--- src/core/power_control_consts.svh ---
`ifndef POWER_CONTROL_CONSTS_SVH
`define POWER_CONTROL_CONSTS_SVH

// ----------------------------------------
// register map
// ----------------------------------------
`define PWR_CTL0_OFFSET       4'h0
`define PWR_CTL0_RESET        32'h0000c000
`define PWR_ADDR_WIDTH        4

// ----------------------------------------
// field positions
// ----------------------------------------
`define PWR_LEVEL_HI          15
`define PWR_LEVEL_LO          14
`define PWR_CHG_RES_BIT       13
`define PWR_CHG_EN_BIT        12
`define PWR_RUN_LD_BIT        11
`define PWR_DS_LD_BIT         10
`define PWR_RSVD_BIT          9
`define PWR_BKP_WEN_BIT       8
`define PWR_THR_HI            7
`define PWR_THR_LO            5
`define PWR_MON_EN_BIT        4
`define PWR_STB_CLR_BIT       3
`define PWR_WU_CLR_BIT        2
`define PWR_LP_HI             1
`define PWR_LP_LO             0

// ----------------------------------------
// writable bit mask of the lower half
// ----------------------------------------
`define PWR_WRITE_MASK        16'hfdf3

`endif

--- src/core/power_control_pkg.sv ---
package power_control_pkg;

	// low-power mode chosen on deep-sleep entry
	typedef enum logic [1:0] {
		lp_deep_sleep,
		lp_deep_sleep_one,
		lp_deep_sleep_two,
		lp_standby
	} low_power_type;

	// controls driven to the analog blocks
	typedef struct packed {
		logic          core_level_high;
		logic          charge_resistor_select;
		logic          battery_charge_enable;
		logic          run_low_drive;
		logic          deepsleep_low_drive;
		logic          backup_write_enable;
		logic [2:0]    supply_monitor_threshold;
		logic          supply_monitor_enable;
		low_power_type low_power_select;
	} power_ctrl_type;

endpackage

--- src/core/power_control_zero.sv ---
// The Wishbone interface to the registers was chosen for this implementation.
`timescale 1ns/1ns
`include "power_control_consts.svh"

// Summary of operation
// reset and standby wakeup load 0x0000c000
// half-word and word accesses only
// software writes reserved bits as zero
// change level only with PLL off
// level upper bit: 0 low, 1 high
// level applied only while PLL enabled
// bit13 resistor select, bit12 charge enable
// bit11 low drive in run/sleep
// bit10 low drive in deep-sleep
// bit8 gates backup-domain writes
// bits7:5 supply monitor threshold code
// bit4 enables supply monitor
// bit3 write-one clears standby flag
// bit2 write-one clears wakeup flag
// bits1:0 pick mode at deep-sleep
// half-word write touches only its half
module power_control_zero (
	// clock and reset
	input  wire logic                             clk_i,
	input  wire logic                             rst_i,
	input  wire logic                             standby_wakeup_i,
	// wishbone classic slave
	input  wire logic                             cyc_i,
	input  wire logic                             stb_i,
	input  wire logic                             we_i,
	input  wire logic [`PWR_ADDR_WIDTH-1:0]       adr_i,
	input  wire logic [3:0]                       sel_i,
	input  wire logic [31:0]                      dat_i,
	output logic      [31:0]                      dat_o,
	output logic                                  ack_o,
	output logic                                  err_o,
	// system status
	input  wire logic                             pll_enabled_i,
	input  wire logic                             deep_sleep_request_i,
	input  wire logic                             backup_write_req_i,
	// controls to the analog side
	output power_control_pkg::power_ctrl_type     ctrl_o,
	output logic                                  backup_write_grant_o,
	output logic                                  standby_flag_clear_o,
	output logic                                  wakeup_flag_clear_o,
	output logic                                  deep_sleep_entry_o,
	output power_control_pkg::low_power_type      entry_mode_o
);
	import power_control_pkg::*;

	logic [15:0]    value;
	logic [31:0]    rdata;
	logic           ack;
	logic           err;
	logic           wr_lo;
	logic           wr_hi;
	power_ctrl_type ctrl;
	logic           bkp_grant;
	logic           stb_clr;
	logic           wu_clr;
	logic           ds_entry;
	low_power_type  ds_mode;
	logic           ds_seen;

	// ----------------------------------------
	// bus slave
	// ----------------------------------------
	power_wb_slave #(
		.ADDR_WIDTH(`PWR_ADDR_WIDTH)
	) u_slave (
		.clk_i   (clk_i),
		.rst_i   (rst_i),
		.cyc_i   (cyc_i),
		.stb_i   (stb_i),
		.we_i    (we_i),
		.adr_i   (adr_i),
		.sel_i   (sel_i),
		.ack_o   (ack),
		.err_o   (err),
		.wr_lo_o (wr_lo),
		.wr_hi_o (wr_hi)
	);

	// ----------------------------------------
	// write decode
	// ----------------------------------------
	// reserved bit 9 and the clear bits never store
	wire [15:0] next_value = (dat_i[15:0] & `PWR_WRITE_MASK)
		| (value & ~`PWR_WRITE_MASK);
	// upper half is reserved: a high write changes nothing
	wire        next_stb   = wr_lo & dat_i[`PWR_STB_CLR_BIT];
	wire        next_wu    = wr_lo & dat_i[`PWR_WU_CLR_BIT];
	wire        restore    = rst_i | standby_wakeup_i;

	// stored field image
	always_ff @(posedge clk_i) begin
		if (restore) begin
			value <= 16'(`PWR_CTL0_RESET); // upper half is reserved zero
		end else if (wr_lo) begin
			value <= next_value;
		end
	end

	// ----------------------------------------
	// control decode
	// ----------------------------------------
	// level high only with upper bit set and pll running
	wire level_high = value[`PWR_LEVEL_HI] & pll_enabled_i; // see R5 see R6
	wire [31:0] next_rdata = {16'h0000, value}; // flag-clear bits store zero
	power_ctrl_type next_ctrl;
	assign next_ctrl.core_level_high          = level_high;
	assign next_ctrl.charge_resistor_select   = value[`PWR_CHG_RES_BIT];
	assign next_ctrl.battery_charge_enable    = value[`PWR_CHG_EN_BIT];
	assign next_ctrl.run_low_drive            = value[`PWR_RUN_LD_BIT];
	assign next_ctrl.deepsleep_low_drive      = value[`PWR_DS_LD_BIT];
	assign next_ctrl.backup_write_enable      = value[`PWR_BKP_WEN_BIT];
	assign next_ctrl.supply_monitor_threshold = value[`PWR_THR_HI:`PWR_THR_LO];
	assign next_ctrl.supply_monitor_enable    = value[`PWR_MON_EN_BIT];
	assign next_ctrl.low_power_select         = low_power_type'(value[`PWR_LP_HI:`PWR_LP_LO]);

	// registered controls and read data
	always_ff @(posedge clk_i) begin
		if (rst_i) begin
			ctrl  <= power_ctrl_type'(0);
			rdata <= 32'h00000000;
		end else begin
			ctrl  <= next_ctrl;
			rdata <= next_rdata;
		end
	end

	// ----------------------------------------
	// flag clears and backup gate
	// ----------------------------------------
	// write-one pulses, one cycle each
	always_ff @(posedge clk_i) begin
		if (rst_i) begin
			stb_clr   <= 1'b0;
			wu_clr    <= 1'b0;
			bkp_grant <= 1'b0;
		end else begin
			stb_clr   <= next_stb;
			wu_clr    <= next_wu;
			bkp_grant <= backup_write_req_i & value[`PWR_BKP_WEN_BIT];
		end
	end

	// ----------------------------------------
	// deep-sleep entry
	// ----------------------------------------
	// one pulse per rising request, mode latched at entry
	always_ff @(posedge clk_i) begin
		if (rst_i) begin
			ds_seen  <= 1'b0;
			ds_entry <= 1'b0;
			ds_mode  <= lp_deep_sleep;
		end else begin
			ds_seen  <= deep_sleep_request_i;
			ds_entry <= deep_sleep_request_i & ~ds_seen;
			if (deep_sleep_request_i & ~ds_seen) begin
				ds_mode <= low_power_type'(value[`PWR_LP_HI:`PWR_LP_LO]);
			end
		end
	end

	// ----------------------------------------
	// outputs
	// ----------------------------------------
	assign dat_o                = rdata;
	assign ack_o                = ack;
	assign err_o                = err;
	assign ctrl_o               = ctrl;
	assign backup_write_grant_o = bkp_grant;
	assign standby_flag_clear_o = stb_clr;
	assign wakeup_flag_clear_o  = wu_clr;
	assign deep_sleep_entry_o   = ds_entry;
	assign entry_mode_o         = ds_mode;

endmodule

--- src/core/power_wb_slave.sv ---
`timescale 1ns/1ns
`include "power_control_consts.svh"

module power_wb_slave #(
	parameter int ADDR_WIDTH = `PWR_ADDR_WIDTH
) (
	// clock and reset
	input  wire logic                  clk_i,
	input  wire logic                  rst_i,
	// wishbone classic
	input  wire logic                  cyc_i,
	input  wire logic                  stb_i,
	input  wire logic                  we_i,
	input  wire logic [ADDR_WIDTH-1:0] adr_i,
	input  wire logic [3:0]            sel_i,
	output logic                       ack_o,
	output logic                       err_o,
	// decoded access, one-cycle pulses
	output logic                       wr_lo_o,
	output logic                       wr_hi_o
);

	logic ack;
	logic err;

	// ----------------------------------------
	// decode
	// ----------------------------------------
	wire request   = cyc_i & stb_i & ~ack & ~err;
	wire hit       = (adr_i == ADDR_WIDTH'(`PWR_CTL0_OFFSET));
	wire sel_lo    = (sel_i[1:0] == 2'h3);
	wire sel_hi    = (sel_i[3:2] == 2'h3);
	// only half-word or word lane groups are legal
	wire width_ok  = (sel_i == 4'h3) | (sel_i == 4'hc) | (sel_i == 4'hf);
	wire good      = request & hit & width_ok;

	assign ack_o   = ack;
	assign err_o   = err;
	assign wr_lo_o = good & we_i & sel_lo & ~ack;
	assign wr_hi_o = good & we_i & sel_hi & ~ack;

	// single-cycle answer, dropped after one clock
	always_ff @(posedge clk_i) begin
		if (rst_i) begin
			ack <= 1'b0;
			err <= 1'b0;
		end else begin
			ack <= good;
			err <= request & ~good;
		end
	end

endmodule

--- config.mk ---
export PLATFORM = sky130hd
export DESIGN_NAME = power_control_zero
export DESIGN_NICKNAME = d
export VERILOG_FILES = /design/src/core/power_control_pkg.sv /design/src/core/power_control_zero.sv /design/src/core/power_wb_slave.sv
export VERILOG_INCLUDE_DIRS = /design/src /design/src/core
export SDC_FILE = /design/constraint.sdc
export NUM_CORES = 1
export LEC_CHECK = 0
export CAP_MARGIN = 20
export CORE_ASPECT_RATIO = 1.75
export CORE_MARGIN = 2
export CORE_UTILIZATION = 45
export CTS_CLUSTER_SIZE = 12
export DETAILED_ROUTE_END_ITERATION = 10
export DONT_BUFFER_PORTS = 1
export PLACE_DENSITY = 0.74
export SLEW_MARGIN = 40
export SYNTH_ARGS = -nofsm -noshare
export SYNTH_HDL_FRONTEND = slang
export SYNTH_SLANG_ARGS = --single-unit
--- constraint.sdc ---
create_clock -name clk_i -period 1.7 [get_ports clk_i]
set_clock_uncertainty 0.1 [all_clocks]
set_input_delay 0.34 -clock clk_i [delete_from_list [all_inputs] [get_ports clk_i]]
set_output_delay 0.34 -clock clk_i [all_outputs]
set_load 0.005 [all_outputs]
# --- Yosys cells after proc, flatten, opt, wreduce, memory -nomap -nowiden ---
# Index checks and enable logic that the tools add are counted.
classes:
  n_eq_ne: 4
  n_bitwise: 22
  n_reduce_logical: 1
op_table:
  columns: ["op", "count"]
  rows:
  - ["bitwise OR 16 x 10 -> 16 bit", 1]
  - ["AND 1 bit", 14]
  - ["== test 4 bit (second input constant)", 2]
  - ["== test 4 x 2 -> 1 bit (second input constant)", 1]
  - ["logical NOT 4 bit", 1]
  - ["inverter 1 bit", 4]
  - ["bitwise OR 1 bit", 3]
  - ["== test 2 bit (second input constant)", 1]
totals:
  register_bits: 69
  inputBits: 49
  output_inout_bits: 52

# --- Depth between registers and ports, before layout ---
# Gate-level depths: netlist of the first run.
depth:
  depth_word: 9
  mapped_depth: 4
  depth_no_buf: 3

# --- Modules after synthesis ---
# From an unflattened synthesis of the first run, not the netlist that was laid out.
unflattened:
  hier_cells: 140
  area_unflattened_um2: 1485.2
by_module_without_submodules:
  columns: ["module", "instances", "cells_each", "area_each_um2"]
  rows:
  - ["power_control_zero", 1, 122, 1315.0]
  - ["power_wb_slave", 1, 18, 170.2]

# --- Worst setup path before layout of the first run ---
# Ideal clock, no wire load.
synth_timing:
  path_type: "input -> register"
  startpoint: "input port adr_i[3]"
  endpoint: "register value[14]"
  setup_ns: 0.072
  t_arrival_ns: 1.680
  path_slack_ns: -0.152
  stages: 4
  path_buffers: 1
  cell_sequence: "or4_4 > nor4b_4 > buf_6 > mux2i_1"
synth_via:
  elab_chain_cells: 6
synth_rtl:
  columns: ["element", "line", "rtl"]
  rows:
  - ["from (decl)", "power_control_zero.sv:31", "input wire logic [`PWR_ADDR_WIDTH-1:0] adr_i,"]
  - ["logical NOT 4 bit", "power_wb_slave.sv:30", "wire hit = (adr_i == ADDR_WIDTH'(`PWR_CTL0_OFFSET));"]
  - ["AND 1 bit (2 in series)", "power_wb_slave.sv:35", "wire good = request & hit & width_ok;"]
  - ["AND 1 bit (3 in series)", "power_wb_slave.sv:39", "assign wr_lo_o = good & we_i & sel_lo & ~ack;"]
  - ["to (signal assigned)", "power_control_zero.sv:98", "value <= 16'(`PWR_CTL0_RESET);"]
  - ["to (signal assigned)", "power_control_zero.sv:100", "value <= next_value;"]
  - ["to (decl)", "power_control_zero.sv:51", "logic [15:0] value;"]
# No other way between the ends.
# A chain may end at the register's enable or synchronous reset.

# --- Worst setup path in the final report of the first run ---
layout_timing:
  startpoint: "register u_slave.err, in the netlist u_slave.err_o"
  endpoint: "register stb_clr, in the netlist standby_flag_clear_o"
layout_via:
  elab_chain_cells: 8
layout_rtl:
  columns: ["element", "line", "rtl"]
  rows:
  - ["from (decl)", "power_wb_slave.sv:24", "logic err;"]
  - ["from (signal assigned)", "power_wb_slave.sv:49", "err <= request & ~good;"]
  - ["inverter 1 bit", "power_wb_slave.sv:29", "wire request = cyc_i & stb_i & ~ack & ~err;"]
  - ["AND 1 bit", "power_wb_slave.sv:29", null]
  - ["AND 1 bit (2 in series)", "power_wb_slave.sv:35", null]
  - ["AND 1 bit (3 in series)", "power_wb_slave.sv:39", null]
  - ["AND 1 bit", "power_control_zero.sv:91", "wire next_stb = wr_lo & dat_i[`PWR_STB_CLR_BIT];"]
  - ["to (signal assigned)", "power_control_zero.sv:142", "stb_clr <= next_stb;"]
  - ["to (decl)", "power_control_zero.sv:59", "logic stb_clr;"]
# No other way between the ends.

==> key figures, run 1 <==
Status
  • Status: finished clean

Power
  • Internal Pwr Total: 1160 uW
  • Pleak: 0.000586 uW
  • Combinational power share: 0.037
  • Seq pwr share: 0.573
  • Cell Pwr Density: 996 nW/um2
  • Maximum VDD drop: 0.583 mV
  • Net Sw Frac: 0.223
  • P_sw: 333 uW
  • Clk pwr share: 0.390

Synth
  • Yosys top cell by area: dfxtp_1
  • Cells after synthesis: 149
  • Synth async-reset ratio: 0
  • Post-synthesis cell area: 1470 um2
  • Yosys warning total: 0
  • EDFF count, synth: 0
  • Leading post-synthesis cells by cell area: dfxtp_1 (49%), buf_4 (15%), mux2i_1 (10%), nor2b_1 (6.8%), nand2_1 (5.6%)
  • Yosys cell types: 22
  • Post-synthesis area per instance: 9.88 um2
  • Register area share after synthesis: 0.489
  • Top-area cell type share of the netlist area: 0.489
  • Yosys reg bits: 36
  • Ys flop type: dfxtp_1

Global routing
  • Largest net degree at the start of global routing: 24
  • Initial antenna violation count: 0
  • Total gr overflow: 0
  • Vias in the first global route: 803
  • First-pass GRT wire length: 3680 um
  • Overall Global Routing Usage: 0.139

Floorplanning
  • Die area: 3760 um2
  • Die Height: 79.7 um
  • Starting Density: 0.469
  • Top-level I/O count: 101
  • Core area: 3140 um2
  • Die W: 47.2 um
  • Rows: 27

Clock network
  • CTS sink cnt: 36
  • CTS tree: built
  • Worst-case clock buffer depth: 2
  • Worst skew pair latency: 0.28 ns
  • CTS Buf Count: 5
  • CTS clock-pin slew for the worst setup and hold paths: 0.07 ns
  • Clock root cell: clkbuf_8
  • Htree depth: 2
  • # hold bufs at CTS: 0

Layout
  • Area of the multi-input gates: 563 um2
  • Area grow syn2layout: 1.61%
  • Storage element area: 721 um2
  • Layout cell share with drive strength beyond 1: 0.122
  • Final net count: 195
  • Filler Cell Count: 305
  • Antenna Cells: 0
  • Final instance area: 1500 um2

Worst setup path
  • Startpoint types: flop
  • Worst Path Max Fanout: 3
  • Worst Setup Path Type: reg2reg
  • Critical Path RT: 1.80 ns
  • Critical path capture point type: flop
  • Worst path arrival time: 1.70 ns

STA
  • Setup Viol. Count Final: 0
  • Unrepaired setup endpoints after global routing: yes
  • Fin crit share: 0.942
  • Hold Fails Final Rpt: 0
  • Max Clk Rate: 624 MHz
  • TNS Setup: 0 ns
  • Final Critical Period: 1.60 ns
  • Max Transition Viols Final: 0

Placement
  • Placed cell areas: 1390 um2
  • Placer Congestion: 0.707
  • Buffers on Ports: 0
  • DP Wirelength: 1800 um

Hold path
  • Hold Path Class: in2reg

Drt
  • First-pass DRT Iterations: 4
  • Routed vias/inst: 4.51
  • Initial DRC Count: 1
  • Routed WL: 2340 um
  • Wire per inst: 12.3 um
  • Via count: 857
  • DRC: 0
  • Post-DRT Antenna Nets: 0

Flow run
  • Max_cap viols: 0
==> kinds of logic after synthesis <==
| kind of cell | share of synthesized area |
|---|---|
| mux | 0.102 |
| compound gates | 0.0102 |
| buf+inv | 0.178 |
| flops | 0.489 |
| other cells | 0.00255 |
| xor+xnor | 0.00595 |
| simple gates | 0.212 |
==> path summary, 6_finish.rpt <==
check                                start                         endpoint  slack, ns  depth (start not counted)
setup / recovery  u_slave.err_o$_SDFF_PP0_  standby_flag_clear_o$_SDFF_PP0_        0.1                          4
hold / removal                       rst_i              dat_o[0]$_SDFF_PP0_       0.02                          1
setup reg to reg  u_slave.err_o$_SDFF_PP0_  standby_flag_clear_o$_SDFF_PP0_        0.1                          4
hold reg to reg         ds_seen$_SDFF_PP0_    deep_sleep_entry_o$_SDFF_PP0_       0.32                          1
==> cell type report <==
type                       instances  share of cell area
inverter                           3             0.00753
timing repair buffer               7              0.0401
sequential                        36               0.482
tap                               43              0.0360
clock inverter                     3              0.0125
multi-input combinational         93               0.376
clock buffer                       5              0.0460
==> stage by stage <==
stage / setup WS (ns) / utilization / cells / hold slack (ns) / power [uW]
4_1_cts: 0.101 / 0.470 / 189 / 0.0111 / 1500
6_report: 0.0979 / 0.476 / 190 / 0.0175 / 1490
5_1_grt: -0.0761 / 0.476 / 190 / 0.000885 / 1560
3_5_place_dp: -0.128 / 0.442 / 181 / 0.315 / 926
3_3_place_gp: -0.0884 / 0.442 / 181 / 0.298 / 924
2_1_floorplan: -0.131 / - / 167 / 0.292 / 952
==> cells in the mapped netlist (2+ instances only) <==
library cell	instances
nor2_1	4
clkbuf_1	3
nand2_1	22
inv_1	3
dfxtp_1	36
buf_4	30
and2_1	2
mux2i_1	15
nor3_1	6
nor2b_1	16
==> cell usage in the layout, fill, tap and decap left out, types with 2 or more instances in the layout <==
| cell | synthesis | final |
|---|---|---|
| dfxtp_1 | 36 | 36 |
| inv_1 | 3 | 3 |
| nor2_1 | 4 | 4 |
| mux2i_1 | 15 | 15 |
| clkinv_2 | 0 | 2 |
| buf_4 | 30 | 5 |
| nand2_1 | 22 | 22 |
| conb_1 | 1 | 19 |
| clkbuf_8 | 0 | 5 |
| nor3_1 | 6 | 6 |
| and2_1 | 2 | 2 |
| buf_6 | 1 | 2 |
| nor2b_1 | 16 | 16 |
==> layer usage <==
layer | GRT usage | share of wire | vias to the layer above
li1 | - | - | 423
met2 | 0.220 | 0.53 | 59
met1 | 0.143 | 0.35 | 371
met3 | 0.0566 | 0.11 | 4
met5 | 0 | 0 | -
met4 | 0.0861 | 0.017 | 0
==> power by group through the flow <==
stage / Sequential (uW) / Clock, uW / Combinational, uW
after floorplan: 873 / 0 / 79.6
after global placement: 873 / 0 / 50.2
after detailed placement: 874 / 0 / 52.1
after CTS: 854 / 595 / 52.4
after global routing: 855 / 642 / 63.2
final: 854 / 581 / 54.8
==> state kept, by name (all words and copies together), names as in the netlist <==
register              flops
wakeup_flag_clear_o       1
u_slave.err_o             1
ds_seen                   1
deep_sleep_entry_o        1
ctrl_o                    1
entry_mode_o              2
standby_flag_clear_o      1
value                    13
dat_o                    13
u_slave.ack_o             1
backup_write_grant_o      1
==> critical path, stage by stage (launching register included) <==
cell and delay [ns]:
dfxtp_1 0.33, nor4bb_2 0.28, buf_4 0.16, or4b_1 0.49, nor3_1 0.16
==> repair_timing <==
item,4_1_cts,5_1_grt
gates resized for setup,0,3
setup endpoints to repair,0,8
buffers inserted,0,1
Note: power is estimated with default switching activity, not from simulation.
==> run 2, diff against run 1 <==
- CORE_UTILIZATION: 45 -> 40
- PLACE_DENSITY: 0.74 -> 0.63
==> run 2 against run 1 <==
Clock power increased by 22%. Final area increased by 0.67%. Register-to-register slack is essentially flat. Combinational power down 0.9%. Die area increased by 12%. Worst setup slack improved by 0.0068 ns. Wire length increased by 1.3%. Critical path type unchanged. Critical endpoint is now wakeup_flag_clear_o$_SDFF_PP0_.
==> key figures, run 2 (same netlist as run 1, synthesis figures left out) <==
Clock network
  • CTS Buf Count: 5 (unchanged)
  • Worst skew pair latency: 0.28 ns (about the same)
  • Post-CTS resize count: 0 (unchanged)
  • CTS clock-pin slew for the worst setup and hold paths: 0.07 ns (about the same)
  • Clock root cell: clkbuf_8 (unchanged)
  • Worst-case clock buffer depth: 2 (unchanged)
  • Setup bufs post-CTS: 0 (unchanged)
  • CTS sink cnt: 36 (unchanged)
  • Htree depth: 2 (unchanged)
  • CTS tree: built (unchanged)

Status
  • Status: finished clean (unchanged)

Hold path
  • Min-delay src: rst_i (unchanged)
  • Hold Path Class: in2reg (unchanged)
  • Hold EP: entry_mode_o[0]$_SDFFE_PP0P_ (was dat_o[0]$_SDFF_PP0_)
  • Hold path cells: 1 (unchanged)

Global routing
  • Grt peak-use layer: met2 (unchanged)
  • Largest net degree at the start of global routing: 24 (unchanged)
  • GRT met3 Usage: 0.0445 (was 0.0566)
  • Vias in the first global route: 869 (was 803)
  • Initial antenna violation count: 0 (unchanged)
  • Grt met2 use: 0.215 (was 0.220)
  • First-pass GRT wire length: 3810 um (was 3680 um)
  • Overall Global Routing Usage: 0.120 (was 0.139)
  • Global routing usage on met1: 0.108 (was 0.143)
  • Total gr overflow: 0 (unchanged)

Floorplanning
  • Starting Density: 0.410 (was 0.469)
  • Die W: 49.9 um (was 47.2 um)
  • Core area: 3590 um2 (was 3140 um2)
  • Die Height: 84.3 um (was 79.7 um)
  • Die area: 4200 um2 (was 3760 um2)
  • Rows: 29 (was 27)
  • Top-level I/O count: 101 (unchanged)

STA
  • Max Clk Rate: 627 MHz (was 624 MHz)
  • Final Critical Period: 1.60 ns (about the same)
  • Max Transition Viols Final: 0 (unchanged)
  • Setup Viol. Count Final: 0 (unchanged)
  • Unrepaired setup endpoints after global routing: yes (unchanged)
  • Hold Fails Final Rpt: 0 (unchanged)
  • Fin crit share: 0.938 (was 0.942)

Drt
  • Via count: 875 (was 857)
  • First-pass DRT Iterations: 4 (unchanged)
  • Routed WL: 2370 um (was 2340 um)
  • Initial DRC Count: 14 (was 1)
  • Post-DRT Antenna Nets: 0 (unchanged)
  • DRC: 0 (unchanged)
  • Routed vias/inst: 4.53 (was 4.51)
  • Wire per inst: 12.3 um (about the same)

Layout
  • Final net count: 195 (unchanged)
  • Area grow syn2layout: 2.29% (was 1.61%)
  • Final instance area: 1510 um2 (was 1500 um2)
  • Most common cell after layout, fill and taps aside: dfxtp_1 (unchanged)
  • Layout cell share with drive strength beyond 1: 0.109 (was 0.122)
  • Antenna Cells: 0 (unchanged)
  • Layout Cells excl Fill: 193 (was 190)
  • Final core utilization: 0.419 (was 0.476)
  • Filler Cell Count: 343 (was 305)
  • Commonest non-fill, non-tap cells in the layout: dfxtp_1 (36), nand2_1 (22), conb_1 (19) (unchanged)

Worst setup path
  • R2R cell count: 4 (unchanged)
  • Critical path capture point type: flop (unchanged)
  • Worst path arrival time: 1.70 ns (about the same)
  • Reg-to-reg startpoint: u_slave.err_o$_SDFF_PP0_ (unchanged)
  • Worst reg2reg setup slack: 0.10 ns (was 0.1 ns)
  • Startpoint types: flop (unchanged)
  • Worst Setup Path Type: reg2reg (unchanged)
  • Worst Path Max Fanout: 3 (unchanged)
  • Worst R2R End: wakeup_flag_clear_o$_SDFF_PP0_ (was standby_flag_clear_o$_SDFF_PP0_)
  • Critical Path RT: 1.80 ns (about the same)

Power
  • Pleak: 0.000590 uW (was 0.000586 uW)
  • Maximum VDD drop: 0.625 mV (was 0.583 mV)
  • Cell Pwr Density: 1080 nW/um2 (was 996 nW/um2)

Placement
  • Placed cell areas: 1400 um2 (was 1390 um2)
  • DP Wirelength: 1880 um (was 1800 um)
  • Placer Congestion: 0.710 (was 0.707)
  • Buffers on Ports: 0 (unchanged)
  • Placed insts: 185 (was 181)

Flow run
  • Max_cap viols: 0 (unchanged)
==> run 2: critical path, stage by stage, from the launching register on <==
cell and delay (ns):
dfxtp_1 0.32, nor4bb_1 0.28, buf_4 0.17, or4b_1 0.49, nor3_1 0.17
==> run 2: per-layer routing <==
layer  routed length, um  vias up
met1                 787      399
met2                1270       51
met4                  69        0
met3                 241        5
met5                   0        -
li1                    -      420
==> run 2: timing repair <==
action	4_1_cts	5_1_grt
hold buffers	0	0
endpoints found under the setup margin	0	6
hold endpoints to repair	0	0
==> run 2: power by group <==
part / leakage, uW / total [uW] / switching [uW] / internal [uW]
clock: 0.0000552 / 711 / 277 / 435
sequential: 0.000292 / 854 / 3.69 / 851
combinational: 0.000244 / 54.3 / 33.2 / 21.0
==> run 2: layout make-up <==
class	instances	area, um2	share of cell area
sequential	36	721	0.478
multi-input combinational	93	557	0.370
clock inverter	2	35.0	0.0233
tap	46	57.6	0.0382
clock buffer	6	72.6	0.0482
timing repair buffer	7	52.6	0.0349
inverter	3	11.3	0.00748
==> run 2: worst max path at each step <==
stage | start | to | slack [ns]
after floorplan | adr_i[3] | value[14]$_SDFFE_PP1P_ | -0.13
after global placement | adr_i[3] | value[11]$_SDFFE_PP0P_ | -0.1
after detailed placement | adr_i[3] | value[7]$_SDFFE_PP0P_ | -0.14
after CTS | u_slave.ack_o$_SDFF_PP0_ | value[7]$_SDFFE_PP0P_ | 0.06
after global routing | u_slave.err_o$_SDFF_PP0_ | wakeup_flag_clear_o$_SDFF_PP0_ | -0.02
final | u_slave.err_o$_SDFF_PP0_ | wakeup_flag_clear_o$_SDFF_PP0_ | 0.10
==> run 2: per-stage QoR <==
stage	total power [uW]	setup slack (ns)	hold WS, ns	setup TNS [ns]
4_1_cts	1650	0.0646	0.0122	0
5_1_grt	1690	-0.0154	0.00677	-0.0154
6_report	1620	0.105	0.0250	0
3_5_place_dp	928	-0.145	0.309	-1.63
3_3_place_gp	926	-0.0951	0.300	-1.29
2_1_floorplan	952	-0.131	0.292	-1.37
==> run 3, diff against run 2 <==
- CORE_ASPECT_RATIO: 1.75 -> 2
- CORE_MARGIN: 2 -> default
- PLACE_DENSITY: 0.63 -> 0.61
- clock period: 1.7 -> 2 ns (I/O delays scaled with it)
==> run 3 against run 2 <==
Final area up 1.9%. Sequential share of layout area down 0.90 points. Global-route usage up 0.82 points. Non-clock buffer count down 5. First-iteration DRC count down 64%. Sequential power down 15%. Hold slack better by 0.056 ns.
==> key figures, run 3 (same netlist as run 1, synthesis figures left out) <==
Status
  • Status: finished clean (unchanged)

Worst setup path
  • Worst path max stage delay: 0.47 ns (was 0.49 ns)
  • Startpoint types: flop (unchanged)
  • Worst Setup Path Type: reg2reg (unchanged)
  • Worst Path Max Fanout: 13 (was 3)
  • CP max-delay cell: nor4bb_1 (was or4b_1)
  • Critical path capture point type: flop (unchanged)
  • WP buf/inv: 1 (unchanged)
  • CP delay by family, top: simple AND/OR/NAND/NOR gates (unchanged)
  • CP Cell Sequence: nor4bb_1, nor4b_4, buf_12, mux2i_1 (was nor4bb_1, buf_4, or4b_1, nor3_1)
  • Worst path arrival time: 1.84 ns (was 1.70 ns)
  • Critical Path RT: 2.11 ns (was 1.80 ns)

Drt
  • Initial DRC Count: 5 (was 14)
  • Via count: 840 (was 875)
  • Routed WL: 2280 um (was 2370 um)
  • Routed vias/inst: 4.42 (was 4.53)
  • DRC: 0 (unchanged)
  • First-pass DRT Iterations: 4 (unchanged)
  • Wire per inst: 12.0 um (was 12.3 um)
  • Post-DRT Antenna Nets: 0 (unchanged)

Global routing
  • Total gr overflow: 0 (unchanged)
  • Vias in the first global route: 836 (was 869)
  • Largest net degree at the start of global routing: 24 (unchanged)
  • Overall Global Routing Usage: 0.129 (was 0.120)
  • First-pass GRT wire length: 3570 um (was 3810 um)
  • Initial antenna violation count: 0 (unchanged)

Clock network
  • Htree depth: 2 (unchanged)
  • CTS Buf Count: 5 (unchanged)
  • Worst-case clock buffer depth: 2 (unchanged)
  • Setup bufs post-CTS: 0 (unchanged)
  • CTS sink cnt: 36 (unchanged)
  • CTS clock-pin slew for the worst setup and hold paths: 0.07 ns (about the same)
  • Post-CTS resize count: 0 (unchanged)
  • Clock root cell: clkbuf_8 (unchanged)
  • CTS tree: built (unchanged)
  • Worst skew pair latency: 0.28 ns (about the same)
  • # hold bufs at CTS: 0 (unchanged)

Placement
  • Buffers on Ports: 0 (unchanged)
  • DP Wirelength: 1700 um (was 1880 um)
  • Placer Congestion: 0.743 (was 0.710)
  • Placed cell areas: 1380 um2 (was 1400 um2)

STA
  • Final hold slack: 0.0814 ns (was 0.0250 ns)
  • Final Critical Period: 1.73 ns (was 1.60 ns)
  • Fin crit share: 0.866 (was 0.938)
  • TNS Setup: 0 ns (unchanged)
  • Unrepaired setup endpoints after global routing: no (was yes)
  • Hold Fails Final Rpt: 0 (unchanged)
  • Setup Viol. Count Final: 0 (unchanged)
  • Max Clk Rate: 577 MHz (was 627 MHz)
  • Max Transition Viols Final: 0 (unchanged)

Layout
  • Commonest non-fill, non-tap cells in the layout: dfxtp_1 (36), nand2_1 (22), conb_1 (19) (unchanged)
  • Final core utilization: 0.445 (was 0.419)
  • Filler Cell Count: 369 (was 343)
  • Area of the multi-input gates: 557 um2 (unchanged)
  • Final net count: 190 (was 195)
  • Final instance area: 1540 um2 (was 1510 um2)
  • Storage element area: 721 um2 (unchanged)
  • Area grow syn2layout: 4.25% (was 2.29%)
  • Layout cell share with drive strength beyond 1: 0.0845 (was 0.109)
  • Antenna Cells: 0 (unchanged)
  • Most common cell after layout, fill and taps aside: dfxtp_1 (unchanged)

Floorplanning
  • Starting Density: 0.426 (was 0.410)
  • Die area: 3940 um2 (was 4200 um2)
  • Top-level I/O count: 101 (unchanged)
  • Core area: 3450 um2 (was 3590 um2)
  • Die W: 44.9 um (was 49.9 um)
  • Die Height: 87.8 um (was 84.3 um)
  • Rows: 30 (was 29)

Power
  • Pwr Total: 1650 uW (was 1620 uW)
  • Pleak: 0.000591 uW (was 0.000590 uW)
  • Cell Pwr Density: 1070 nW/um2 (was 1080 nW/um2)
  • Maximum VDD drop: 0.832 mV (was 0.625 mV)

Hold path
  • Hold Path Class: in2reg (unchanged)

Flow run
  • Max_cap viols: 0 (unchanged)
-- run 3: changes by cell type in the layout (fill, tap and decap cells not counted) --
cell / before / now
bufinv_16: 1 / 3
clkbuf_1: 1 / 0
clkinv_2: 1 / 0
buf_12: 0 / 1
buf_4: 7 / 1
-- run 3: worst paths after layout --
kind	cells past startpoint	start	to	slack (ns)
setup / recovery	4	u_slave.ack_o$_SDFF_PP0_	value[4]$_SDFFE_PP0P_	0.27
hold / removal	1	rst_i	entry_mode_o[0]$_SDFFE_PP0P_	0.08
setup reg to reg	4	u_slave.ack_o$_SDFF_PP0_	value[4]$_SDFFE_PP0P_	0.27
hold reg to reg	1	ds_seen$_SDFF_PP0_	deep_sleep_entry_o$_SDFF_PP0_	0.31
-- run 3: power by group --
part	leakage [uW]	total [uW]	internal, uW	switching, uW
Sequential	0.000292	726	723	3.14
Combinational	0.000221	41.9	14.8	27.2
Clock	0.0000784	878	624	254
Total	0.000591	1650	1360	284
-- run 3: area by class of cell --
class	count	area share
flip-flops and latches	36	0.469
multi-input cells	93	0.363
clock inverters	3	0.0587
clock buffers	5	0.0448
well taps	48	0.0391
repair buffers	2	0.0179
inverters	3	0.00733
-- run 3: routing by layer --
layer / wire length (um) / vias to the layer above / part of all wire / track usage
li1: - / 411 / - / -
met1: 750 / 372 / 0.33 / 0.112
met2: 1240 / 52 / 0.55 / 0.225
met3: 219 / 5 / 0.096 / 0.0639
met4: 63 / 0 / 0.028 / 0.0771
met5: 0 / - / 0 / 0
-- run 3: metrics by stage --
step / worst slack (ns) / std cells
after floorplan: 0.0882 / 167
after global placement: 0.167 / 182
after detailed placement: 0.116 / 182
after CTS: 0.255 / 190
after global routing: 0.140 / 190
final: 0.268 / 190
-- run 3: worst reg2reg max path, stage by stage (launching register included) --
cell      delay, ns
dfxtp_1        0.35
nor4bb_1       0.47
nor4b_4        0.33
buf_12         0.20
mux2i_1        0.21
